<file path="config.mk">
export PLATFORM = sky130hd
export DESIGN_NAME = capacitive_touch_osc_control
export DESIGN_NICKNAME = d
export VERILOG_FILES = /design/src/verilog/cap_sense_pkg.sv /design/src/verilog/osc_sync_if.sv /design/src/verilog/async_edge_sync.sv /design/src/verilog/capacitive_touch_osc_control.sv
export SDC_FILE = /design/constraint.sdc
export NUM_CORES = 1
export LEC_CHECK = 0
export BUFFER_PORTS_ARGS = -buffer_cell sky130_fd_sc_hd__buf_2
export CAP_MARGIN = 0
export CORE_MARGIN = 5
export CORE_UTILIZATION = 40
export DETAILED_ROUTE_END_ITERATION = 8
export GPL_ROUTABILITY_DRIVEN = 0
export PLACE_DENSITY_LB_ADDON = 0.05
export SETUP_SLACK_MARGIN = 0.15
export SKIP_LAST_GASP = 1
export SLEW_MARGIN = 30
export SYNTH_ARGS = -nofsm -noshare
export SYNTH_HDL_FRONTEND = slang
export SYNTH_SLANG_ARGS = --single-unit
</file>
<file path="constraint.sdc">
create_clock -name clk_sys_i -period 1.3 [get_ports clk_sys_i]
set_input_delay 0.195 -clock clk_sys_i [delete_from_list [all_inputs] [get_ports clk_sys_i]]
set_output_delay 0.195 -clock clk_sys_i [all_outputs]
set_load 0.02 [all_outputs]
</file>
<file path="src/verilog/cap_sense_pkg.sv">
package cap_sense_pkg;

  // ----------------------------------------------------------------
  // Field widths and channel count
  // ----------------------------------------------------------------
  localparam int CHAN_W = 4;
  localparam int NUM_CHAN = 12;
  localparam logic [CHAN_W-1:0] LAST_CHAN = 4'hb;

  // ----------------------------------------------------------------
  // Current range codes
  // ----------------------------------------------------------------
  localparam logic [1:0] RNG_OFF_NOISE = 2'h0;
  localparam logic [1:0] RNG_LOW = 2'h1;
  localparam logic [1:0] RNG_MED = 2'h2;
  localparam logic [1:0] RNG_HIGH = 2'h3;

  // Second timer source code that picks the sense oscillator
  localparam logic [1:0] T2_SRC_OSC = 2'h3;

  // ----------------------------------------------------------------
  // Clocking and reset values
  // ----------------------------------------------------------------
  localparam int CLK_HZ = 20000000;
  localparam int SYNC_W = 2;
  localparam int SYNC_OSC = 0;
  localparam int SYNC_GATE = 1;
  localparam logic [NUM_CHAN-1:0] CHAN_RST = 12'h000;
  localparam logic [1:0] LEVEL_RST = 2'h0;
  localparam logic BIT_RST = 1'b0;

endpackage

</file>
<file path="src/verilog/osc_sync_if.sv">
`timescale 1ns/10ps
interface osc_sync_if #(
  parameter int W = 2
);
  logic [W-1:0] level;
  logic [W-1:0] rise;

  modport producer (output level, output rise);
  modport consumer (input level, input rise);
endinterface

</file>
<file path="src/verilog/async_edge_sync.sv">
`timescale 1ns/10ps
module async_edge_sync #(
  parameter int W = 2
) (
  // Clock and reset
  input wire logic clk_sys_i,
  input wire logic rst_n_i,
  // Asynchronous inputs
  input wire logic [W-1:0] async_i,
  // Synchronised side
  osc_sync_if.producer sync_o
);

  logic [W-1:0] meta_r;
  logic [W-1:0] stable_r;
  logic [W-1:0] prev_r;

  // ----------------------------------------------------------------
  // Two-flop synchroniser, then edge history
  // ----------------------------------------------------------------
  always_ff @(posedge clk_sys_i or negedge rst_n_i) begin
    if (!rst_n_i) begin
      meta_r <= '0;
      stable_r <= '0;
      prev_r <= '0;
    end else begin
      meta_r <= async_i;
      stable_r <= meta_r;
      prev_r <= stable_r;
    end
  end

  assign sync_o.level = stable_r;
  assign sync_o.rise = stable_r & ~prev_r;
endmodule

</file>
<file path="src/verilog/capacitive_touch_osc_control.sv">
`timescale 1ns/10ps
// Notes on behaviour
// RL1: Reference mode picks variable or rail thresholds
// RL2: Range field: off, low, medium, high current
// RL3: High range code zero is noise detection
// RL4: Status bit shows oscillator source or sink
// RL5: Enabled module routes oscillator to chosen pin
// RL6: First timer clocked by oscillator when selected
// RL7: Second timer source 11 takes oscillator clock
// RL8: Second timer off, free, or gated by input
// RL9: Time base never from the oscillator-clocked timer
// RL10: Software divides count by time base period
// RL11: Suggested: first overflow toggles second gate
// RL12: Software sets sense pin analog and input
// RL13: Status one sourcing, zero sinking current
// RL14: Channels 0 to 11; reserved, disabled select none
// RL15: Enable bit runs oscillator, also in sleep
// RL16: Oscillator edges synchronised before use
module capacitive_touch_osc_control (
  // Clock and reset
  input wire logic clk_sys_i,
  input wire logic rst_n_i,
  // Sense control
  input wire logic sense_module_enable_i,
  input wire logic reference_mode_select_i,
  input wire logic [1:0] current_range_field_i,
  input wire logic [cap_sense_pkg::CHAN_W-1:0] sense_channel_select_i,
  // Timer routing control
  input wire logic first_timer_ext_source_select_i,
  input wire logic first_timer_clock_source_i,
  input wire logic [1:0] second_timer_clock_source_i,
  input wire logic second_timer_on_i,
  input wire logic second_timer_gate_enable_i,
  // Asynchronous inputs
  input wire logic osc_comparator_i,
  input wire logic second_timer_gate_i,
  // Analog control
  output logic [cap_sense_pkg::NUM_CHAN-1:0] sense_pin_n_sel_o,
  output logic ref_variable_o,
  output logic osc_run_o,
  output logic charge_current_en_o,
  output logic noise_detect_o,
  output logic [1:0] current_level_o,
  // Status
  output logic osc_direction_status_o,
  // Timer routing
  output logic first_timer_osc_sel_o,
  output logic second_timer_osc_sel_o,
  output logic second_timer_count_en_o,
  output logic first_timer_tick_o,
  output logic second_timer_tick_o
);

  // ----------------------------------------------------------------
  // Decoding helpers
  // ----------------------------------------------------------------
  function automatic logic [cap_sense_pkg::NUM_CHAN-1:0] chan_onehot(
    input logic en,
    input logic [cap_sense_pkg::CHAN_W-1:0] ch
  );
    logic [cap_sense_pkg::NUM_CHAN-1:0] v;
    v = '0;
    if (en && ch <= cap_sense_pkg::LAST_CHAN) begin
      v[ch] = 1'b1;
    end
    return v;
  endfunction

  function automatic logic osc_running(
    input logic en,
    input logic rm,
    input logic [1:0] rng
  );
    return en && (rm || rng != cap_sense_pkg::RNG_OFF_NOISE);
  endfunction

  // ----------------------------------------------------------------
  // Synchronisation of oscillator and gate pin
  // ----------------------------------------------------------------
  osc_sync_if #(.W(cap_sense_pkg::SYNC_W)) sync_bus ();

  async_edge_sync #(.W(cap_sense_pkg::SYNC_W)) u_sync (
    .clk_sys_i(clk_sys_i),
    .rst_n_i(rst_n_i),
    .async_i({second_timer_gate_i, osc_comparator_i}),
    .sync_o(sync_bus.producer)
  );

  logic osc_level;
  logic osc_rise;
  logic gate_level;
  logic first_sel_nxt;
  logic second_sel_nxt;
  logic second_run_nxt;

  assign osc_level = sync_bus.level[cap_sense_pkg::SYNC_OSC]; // RL16
  assign osc_rise = sync_bus.rise[cap_sense_pkg::SYNC_OSC]; // RL16
  assign gate_level = sync_bus.level[cap_sense_pkg::SYNC_GATE];

  // ----------------------------------------------------------------
  // Channel multiplexer
  // ----------------------------------------------------------------
  always_ff @(posedge clk_sys_i or negedge rst_n_i) begin
    if (!rst_n_i) begin
      sense_pin_n_sel_o <= cap_sense_pkg::CHAN_RST;
    end else begin
      sense_pin_n_sel_o <= chan_onehot(sense_module_enable_i,
        sense_channel_select_i); // RL5 RL14
    end
  end

  // ----------------------------------------------------------------
  // Reference and power mode decode
  // ----------------------------------------------------------------
  always_ff @(posedge clk_sys_i or negedge rst_n_i) begin
    if (!rst_n_i) begin
      ref_variable_o <= cap_sense_pkg::BIT_RST;
      osc_run_o <= cap_sense_pkg::BIT_RST;
      charge_current_en_o <= cap_sense_pkg::BIT_RST;
      noise_detect_o <= cap_sense_pkg::BIT_RST;
      current_level_o <= cap_sense_pkg::LEVEL_RST;
    end else begin
      ref_variable_o <= reference_mode_select_i; // RL1
      osc_run_o <= osc_running(sense_module_enable_i,
        reference_mode_select_i, current_range_field_i); // RL2 RL15
      charge_current_en_o <= sense_module_enable_i &&
        current_range_field_i != cap_sense_pkg::RNG_OFF_NOISE; // RL2 RL3
      noise_detect_o <= sense_module_enable_i && reference_mode_select_i &&
        current_range_field_i == cap_sense_pkg::RNG_OFF_NOISE; // RL3
      current_level_o <= sense_module_enable_i ?
        current_range_field_i : cap_sense_pkg::LEVEL_RST; // RL2
    end
  end

  // ----------------------------------------------------------------
  // Direction status
  // ----------------------------------------------------------------
  always_ff @(posedge clk_sys_i or negedge rst_n_i) begin
    if (!rst_n_i) begin
      osc_direction_status_o <= cap_sense_pkg::BIT_RST;
    end else begin
      osc_direction_status_o <= osc_level; // RL4 RL13 RL16
    end
  end

  // ----------------------------------------------------------------
  // Timer clock routing and count qualification
  // ----------------------------------------------------------------
  assign first_sel_nxt = first_timer_ext_source_select_i &&
    !first_timer_clock_source_i; // RL6
  assign second_sel_nxt = second_timer_clock_source_i ==
    cap_sense_pkg::T2_SRC_OSC; // RL7
  assign second_run_nxt = second_timer_on_i &&
    (!second_timer_gate_enable_i || gate_level); // RL8

  always_ff @(posedge clk_sys_i or negedge rst_n_i) begin
    if (!rst_n_i) begin
      first_timer_osc_sel_o <= cap_sense_pkg::BIT_RST;
      second_timer_osc_sel_o <= cap_sense_pkg::BIT_RST;
      second_timer_count_en_o <= cap_sense_pkg::BIT_RST;
    end else begin
      first_timer_osc_sel_o <= first_sel_nxt; // RL6
      second_timer_osc_sel_o <= second_sel_nxt; // RL7
      second_timer_count_en_o <= second_run_nxt; // RL8
    end
  end

  // Rising oscillator edges become one-cycle count enables on the system clock
  always_ff @(posedge clk_sys_i or negedge rst_n_i) begin
    if (!rst_n_i) begin
      first_timer_tick_o <= cap_sense_pkg::BIT_RST;
      second_timer_tick_o <= cap_sense_pkg::BIT_RST;
    end else begin
      first_timer_tick_o <= first_sel_nxt && osc_rise; // RL6 RL16
      second_timer_tick_o <= second_sel_nxt && second_run_nxt &&
        osc_rise; // RL7 RL8
    end
  end
endmodule

</file>
# Word-level counts from Yosys, hierarchy flattened
# Cells that the tools add are included.
[word_totals] ff_bits=29 latchBits=0 mem_bits_rw=0 rom_bits=0 input_bits=18 output_inout_bits=24 mem_count=0
[classes] add_sub_neg=0 mul=0 div=0 magnitude_cmp=3 eq_ne=1 n_shift=0 muxes=4 n_bitwise=2 reduce_logical=17
[ops] op="2-to-1 mux 12 bit" n=1
[ops] op="logical AND 1 bit" n=11
[ops] op="less-than comparator 4 x 5 -> 1 bit (second input constant)" n=1
[ops] op="demux 1 bit (select 4 bit)" n=1
[ops] op="greater-or-equal comparator 4 x 1 -> 1 bit (second input constant)" n=1
[ops] op="<= comparator 4 bit (second input constant)" n=1
[ops] op="== test 2 bit (second input constant)" n=1
[ops] op="zero test 1 bit" n=2
[ops] op="zero test 2 bit" n=1
[ops] op="logical OR 1 bit" n=2
[ops] op="2-to-1 mux 2 bit" n=1
[ops] op="nonzero test 2 bit" n=1
[ops] op="AND 1 bit" n=1
[ops] op="2-to-1 mux 1 bit" n=1
[ops] op="inverter 1 bit" n=1

# Longest topological paths before layout
# Gate-level depths: netlist of the first run.
[logic_depth] word_depth=5 ltp_mapped=2 depth_no_buf=2

# By module
# From an unflattened synthesis of the first run, not the netlist that was laid out.
[unflattened] hier_cells=62 hier_area_um2=957.2
[modules_own_cells] module="capacitive_touch_osc_control" instances=1 cells_each=54 area_each_um2=779.5 seq_area_each_um2=600.6
[modules_own_cells] module="async_edge_sync" instances=1 cells_each=8 area_each_um2=177.7 seq_area_each_um2=150.1

# Least setup slack after synthesis of the first run
# Ideal clock, no wire load.
[synth_path] kind="reg-to-reg" start="register u_sync.prev_r[0]" end="register second_timer_tick_o" arrival_time_ns=0.773 path_slack_ns=0.433 stages_incl_launch_ff=3 n_path_buf=0 period_less_slack_ns=0.867 path_cell_list="dfrtp_1 -> nand4b_1 -> a211oi_1"
[synth_between] elab_chain_len=3
[synth_rtl] element="from (decl)" line="async_edge_sync.sv:16" text="logic [W-1:0] prev_r;"
[synth_rtl] element="from (signal assigned)" line="async_edge_sync.sv:29" text="prev_r <= stable_r;"
[synth_rtl] element="inverter 1 bit" line="async_edge_sync.sv:34" text="assign sync_o.rise = stable_r & ~prev_r;"
[synth_rtl] element="AND 1 bit" line="async_edge_sync.sv:34"
[synth_rtl] element="logical AND 1 bit" line="capacitive_touch_osc_control.sv:175" text="second_timer_tick_o <= second_sel_nxt && second_run_nxt &&"
[synth_rtl] element="to (signal assigned)" line="capacitive_touch_osc_control.sv:172" text="second_timer_tick_o <= cap_sense_pkg::BIT_RST;"
[synth_rtl] element="to (signal assigned)" line="capacitive_touch_osc_control.sv:175"
[synth_rtl] element="to (decl)" line="capacitive_touch_osc_control.sv:51" text="output logic second_timer_tick_o"
# No other way between the ends.

==> results of run 1 <==
[final cells by class]
cell class / count / area share, %
clock buffer: 4 / 2.990
sequential: 28 / 57.73
tap: 28 / 2.887
timing repair buffer: 46 / 21.03
inverter: 2 / 0.6186
multi-input combinational: 30 / 14.74
[cell usage after synthesis, types with 2 or more instances]
cell and instances:
and2_2 2, nor2_1 9, nand2_1 2, dfrtp_1 28, nand2b_1 2, nor3_1 3
inv_1 2, nand3b_1 2
[routing by layer]
metal  vias to the layer above  track usage (%)  part of all wire, %
met4                         0            5.960                 0.92
met5                         -                0                    0
met2                        24            19.09                   50
met1                       299            14.18                   38
li1                        293                -                    -
met3                         2            4.072                   10
[power breakdown]
part / switching, mW / total [mW] / leakage, nW / internal (mW)
logic: 0.0907 / 0.152 / 0.281 / 0.0611
registers: 0.00850 / 0.909 / 0.365 / 0.900
clock network: 0.238 / 0.409 / 0.0210 / 0.171
[sequential cells by signal, indices dropped and copies added (netlist names)]
signal and flops:
second_timer_tick_o 1, charge_current_en_o 1, u_sync.prev_r 1, second_timer_osc_sel_o 1, current_level_o 2, noise_detect_o 1, first_timer_tick_o 1, first_timer_osc_sel_o 1
u_sync.sync_o.level 2, second_timer_count_en_o 1, ref_variable_o 1, osc_run_o 1, u_sync.meta_r 2, sense_pin_n_sel_o 12
[cell usage in the layout, fill, tap and decap left out, drive strengths merged]
cell type and count:
a211oi 1, a21oi 1, and2 3, and3b 1, buf 41, clkbuf 4, dfrtp 28, dlygate4sd3 5
inv 2, nand2 2, nand2b 2, nand3b 2, nand4b 1, nor2 9, nor2b 1, nor3 4
o31a 1, or2 1, or3b 1
[kinds of logic after synthesis]
| family | count (synthesis) | share of synthesized area, % |
|---|---|---|
| flip-flops | 28 | 78.98 |
| AND/OR/NAND/NOR | 27 | 17.63 |
| AO/OA/AOI/OAI | 3 | 2.539 |
| buffers and inverters | 2 | 0.8466 |
[stage by stage]
step                utilization [%]  hold WS (ns)  instances
global route                  55.94       0.01210        138
CTS                           55.48       0.01068        137
detailed placement            51.96        0.2453        129
floorplan                         -       -0.1006         60
finish                        55.94       0.03778        138
global placement              51.96        0.2293        129
[worst paths after layout]
check	start	to	slack, ns
max reg2reg	u_sync.prev_r[0]$_DFF_PN0_	second_timer_tick_o$_DFF_PN0_	0.47
max in group asynchronous	rst_n_i	sense_pin_n_sel_o[4]$_DFF_PN0_	0.52
min	current_range_field_i[0]	noise_detect_o$_DFF_PN0_	0.04
min in group asynchronous	rst_n_i	first_timer_osc_sel_o$_DFF_PN0_	0.40
min reg2reg	u_sync.meta_r[1]$_DFF_PN0_	u_sync.sync_o.level[1]$_DFF_PN0_	0.37
max	u_sync.prev_r[0]$_DFF_PN0_	osc_direction_status_o	0.21
[repair_timing]
action                                 4_1_cts  5_1_grt
setup buffers                                0        0
endpoints found under the hold margin       31        1
hold buffers                                 4        1
==> run metrics, run 1 <==
status completed; global-route wire length before repair 2946 µm; slew margin rel. 60.21%; Power per Cell Area 1211 nW/µm²; CP required 1.11 ns; fin crit share 83.65%; aggregate global-route resource usage 11.88%; Critical Path AT 0.89 ns; Final WS setup 0.2126 ns; synthesis-stage register bit count 28; WHS Path Cells 2; Area Overhead vs Synth 36.81%; footprint of the multi-input gates 178.9 µm²; TritonCTS clock tree yes; vias in the first global route 650; Syn Inst Count 60; post-route ant nets 0; # port buffers 41; dpl ws 0.3625 ns; total iterations of the first detailed-routing run 4; max_cap viols 0; largest net degree at the start of global routing 29; largest stage delay on the critical path 0.41 ns; Tot Pwr 1.470 mW; Worst-Margin Slew 0.5968 ns; Fmax 919.6 MHz; layout cell share with drive strength beyond 1 45.45%; routed len/inst 12.59 µm; WP buf/inv 1; grt ovf 0; routed vias/inst 4.478; CTS Buf Count 3; Cell Chain, Critical Path buf_2; CTS H-tree lvls 1; LEAKAGE 0.6668 nW; Seq/Total Area, Yosys 78.98%; r2r worst-path depth 2; die area 3260 µm²; dpl hpwl 1254 µm; WS Path Type flip-flop to output port; initial core utilization 40.89%; initial antenna violation count 0; Via Count 618; Clock Path Buffers 2; Final min period 1.087 ns; Yosys top cell by area dfrtp_1; FP Rows 17; post-synth top area share 78.98%; Reg area 700.7 µm²; area of the core 2170 µm²; slowest cell on the critical path dfrtp_1; final instance area 1214 µm²; Ports 42; drt first-iter violations 5; crit path capture type output port; Peak supply drop 0.0007526 V; peak fanout along the critical path 3; endpoints failing setup 0; ANT cells 0; nature of the critical path startpoint flip-flop; Post-route DRC 0; worst-skew pair later-pin latency 0.32 ns; Mean Syn Cell Area 14.79 µm²; Main synth FF type dfrtp_1; cell family with most CP delay flip-flops; final wirelength 1737 µm; Syn. warnings 0; die width 57.10 µm; NumNets Final 129; unrepaired setup endpoints after global routing no; Die Span Y 57.10 µm; Synth area leaders dfrtp_1 (79%), nor2_1 (3.8%), nor3_1 (1.7%), and2_2 (1.7%), nand3b_1 (1.7%); clock sinks 28; Fin Setup TNS 0 ns; final hold viol count 0; CTS Root Cell clkbuf_4; Post-synth ARST share 100.0%; Cell variety after synth 18; fin. max-slew vios 0; Cell Area, Placed 1127 µm²; Post-CTS Resized 0; Post-synth EDFFs 0; Synth Cell Area 887.1 µm²; HP Class input pin to flip-flop; skew final 0.001429 ns; Filler cells 209; post-synth net total 78; CTS clk-pin slew, worst paths 0.14 ns; Worst path depth 1
Note: power is estimated with default switching activity, not from simulation.
==> run 2: changes to the inputs <==
--- a/config.mk
+++ b/config.mk
@@ -5,6 +5,7 @@
 export SDC_FILE = /design/constraint.sdc
 export NUM_CORES = 1
 export LEC_CHECK = 0
+export ABC_AREA = 1
 export BUFFER_PORTS_ARGS = -buffer_cell sky130_fd_sc_hd__buf_2
 export CAP_MARGIN = 0
 export CORE_MARGIN = 5
==> constraint.sdc (replaced) <==
create_clock -name clk_sys_i -period 1.12 [get_ports clk_sys_i]
set_input_delay 0.168 -clock clk_sys_i [delete_from_list [all_inputs] [get_ports clk_sys_i]]
set_output_delay 0.168 -clock clk_sys_i [all_outputs]
set_load 0.02 [all_outputs]
==> run 2 against run 1 <==
Global-route usage is 0.52 points lower. Synthesized cell count grew 20%. Sequential share of layout area down 6.3 points. Via count is 5.0% higher.
==> run metrics, run 2 <==
GR met3 Demand/Resource 4.828% (was 4.072%); # port buffers 41 (unchanged); synthesis-stage register bit count 28 (unchanged); Largest register FFs 12 (unchanged); CTS H-tree lvls 1 (unchanged); most frequent cell after synthesis dfrtp_1 (unchanged); Syn. warnings 0 (unchanged); CP required 0.95 ns (was 1.11 ns); Fin Setup TNS 0 ns (unchanged); Synth Cell Area 880.8 µm² (was 887.1 µm²); post-synth net total 90 (was 78); fin crit share 92.14%; post-route ant nets 0 (unchanged); Main synth FF type dfrtp_1 (unchanged); final instance area 1361 µm² (was 1214 µm²); routed vias/inst 4.298 (was 4.478); drt first-iter violations 9 (was 5); Final WS setup 0.08806 ns (was 0.2126 ns); Worst-Margin Slew 0.3935 ns (was 0.5968 ns); slowest cell on the critical path dfrtp_1 (unchanged); global-route wire length before repair 2808 µm (was 2946 µm); Post-CTS Setup Inserts 0 (unchanged); TritonCTS clock tree yes (unchanged); Clock Path Buffers 2 (unchanged); total iterations of the first detailed-routing run 2 (was 4); Filler cells 177 (was 209); Area Overhead vs Synth 54.55% (was 36.81%); Final min period 1.032 ns; max_cap viols 0 (unchanged); FP Rows 17 (unchanged); CTS Buf Count 3 (unchanged); vias in the first global route 699 (was 650); commonest non-fill, non-tap cells in the layout dfrtp_1 (28), buf_6 (24), buf_2 (17) (was buf_2 (41), dfrtp_1 (28), nor2_1 (9)); cell family with most CP delay flip-flops (unchanged); Top Usage Layer GRT met2 (unchanged); die area 3240 µm² (was 3260 µm²); Top reg by flops sense_pin_n_sel_o (unchanged); Hold Crit Start current_range_field_i[0] (unchanged); skew final 0.0003574 ns (was 0.001429 ns); dpl ws 0.4008 ns (was 0.3625 ns); Syn Inst Count 72 (was 60); slew margin rel. 73.77% (was 60.21%); Synth area leaders dfrtp_1 (80%), nor2_1 (6.4%), inv_1 (4.7%), nand2_1 (4.7%), nand3_1 (2.8%) (was dfrtp_1 (79%), nor2_1 (3.8%), nor3_1 (1.7%), and2_2 (1.7%), nand3b_1 (1.7%)); Via Count 649 (was 618); LEAKAGE 0.7496 nW (was 0.6668 nW); Layout Cells excl Fill 151 (was 138); grt ovf 0 (unchanged); largest stage delay on the critical path 0.42 ns (was 0.41 ns); post-synth top area share 79.55% (was 78.98%); Post-synth ARST share 100.0% (unchanged); Tot Pwr 1.651 mW (was 1.470 mW); routed len/inst 10.90 µm (was 12.59 µm); HP Class input pin to flip-flop (unchanged); Ports 42 (unchanged); clock sinks 28 (unchanged); Fmax 969.0 MHz; Cell Area, Placed 1129 µm² (was 1127 µm²); Commonest cells post-synth dfrtp_1 (28), nor2_1 (15), inv_1 (11), nand2_1 (11), nand3_1 (5) (was dfrtp_1 (28), nor2_1 (9), nor3_1 (3)); die width 56.93 µm (was 57.10 µm); Hold EP noise_detect_o$_DFF_PN0_ (unchanged); worst-skew pair later-pin latency 0.31 ns (was 0.32 ns); Cell Chain, Critical Path buf_6 (was buf_2); WHS 0.02120 ns (was 0.03778 ns); status completed (unchanged); Post-synth EDFFs 0 (unchanged); Cell variety after synth 7 (was 18); Critical Path AT 0.86 ns (was 0.89 ns); WS Path Type flip-flop to output port (unchanged); Peak supply drop 0.0009054 V (was 0.0007526 V); final hold viol count 0 (unchanged); unrepaired setup endpoints after global routing yes (was no); WHS Path Cells 2 (unchanged); commonest non-fill, non-tap cell in the layout dfrtp_1 (was buf_2); area of the core 2148 µm² (was 2170 µm²); GR Util met2 19.74% (was 19.09%); CTS Root Cell clkbuf_4 (unchanged); post-layout util 63.37% (was 55.94%); aggregate global-route resource usage 11.37% (was 11.88%); initial antenna violation count 0 (unchanged); reg2reg start u_sync.prev_r[0]$_DFF_PN0_ (unchanged); worst reg2reg path endpoint second_timer_tick_o$_DFF_PN0_ (unchanged); Yosys top cell by area dfrtp_1 (unchanged); WP buf/inv 1 (unchanged); NumNets Final 143 (was 129); met1 track demand over resource 11.46% (was 14.18%); largest net degree at the start of global routing 20 (was 29); initial core utilization 41.00% (was 40.89%); nature of the critical path startpoint flip-flop (unchanged); crit path capture type output port (unchanged); Mean Syn Cell Area 12.23 µm² (was 14.79 µm²); final wirelength 1646 µm (was 1737 µm); CTS clk-pin slew, worst paths 0.13 ns (was 0.14 ns); r2r worst-path depth 3 (was 2); dpl hpwl 1249 µm (was 1254 µm); endpoints failing setup 0 (unchanged); peak fanout along the critical path 2 (was 3); fin. max-slew vios 0 (unchanged); ANT cells 0 (unchanged); Worst R2R Setup Slack 0.37 ns (was 0.47 ns); dpl cells 142 (was 129); Post-route DRC 0 (unchanged); layout cell share with drive strength beyond 1 37.40% (was 45.45%); Seq/Total Area, Yosys 79.55% (was 78.98%); Power per Cell Area 1213 nW/µm² (was 1211 nW/µm²); Die Span Y 56.93 µm (was 57.10 µm)
## run 2: power by group
part	switching (mW)	internal, mW	total, mW
sequential	0.0159	1.05	1.06
combinational	0.112	0.103	0.215
clock	0.248	0.126	0.374
total	0.377	1.27	1.65
## run 2: cell families (layout without fill, tap and decap cells)
group                  Yosys count  count (layout)  synth area share [%]
buffers and inverters           11              62                 4.688
DFF                             28              28                 79.55
and+or+nand+nor                 33              33                 15.77
## run 2: final cells by class
class / instances / area [µm²] / area share (%)
clock buffers: 3 / 22.52 / 1.654
multi-input cells: 33 / 138.9 / 10.20
well taps: 28 / 35.03 / 2.574
inverters: 11 / 41.29 / 3.033
flip-flops and latches: 28 / 700.7 / 51.47
repair buffers: 48 / 422.9 / 31.07
## run 2: how the worst max path moves through the flow
stage	start	to	cells after the start
6_report	u_sync.prev_r[0]$_DFF_PN0_	osc_direction_status_o	1
3_3_place_gp	u_sync.sync_o.level[0]$_DFF_PN0_	first_timer_tick_o$_DFF_PN0_	3
5_1_grt	u_sync.prev_r[0]$_DFF_PN0_	osc_direction_status_o	1
3_5_place_dp	u_sync.sync_o.level[0]$_DFF_PN0_	first_timer_tick_o$_DFF_PN0_	3
4_1_cts	u_sync.prev_r[0]$_DFF_PN0_	osc_direction_status_o	1
2_1_floorplan	u_sync.prev_r[0]$_DFF_PN0_	first_timer_tick_o$_DFF_PN0_	2
## run 2: routing by layer
layer | wire [µm] | up-vias
met2 | 866 | 28
li1 | - | 314
met3 | 187 | 4
met4 | 23 | 0
met1 | 569 | 303
met5 | 0 | -
## run 2: timing repair
item | 4_1_cts | 5_1_grt
hold buffers | 6 | 0
endpoints found under the setup margin | 24 | 24
gates resized for setup | 48 | 0
endpoints found under the hold margin | 23 | 0
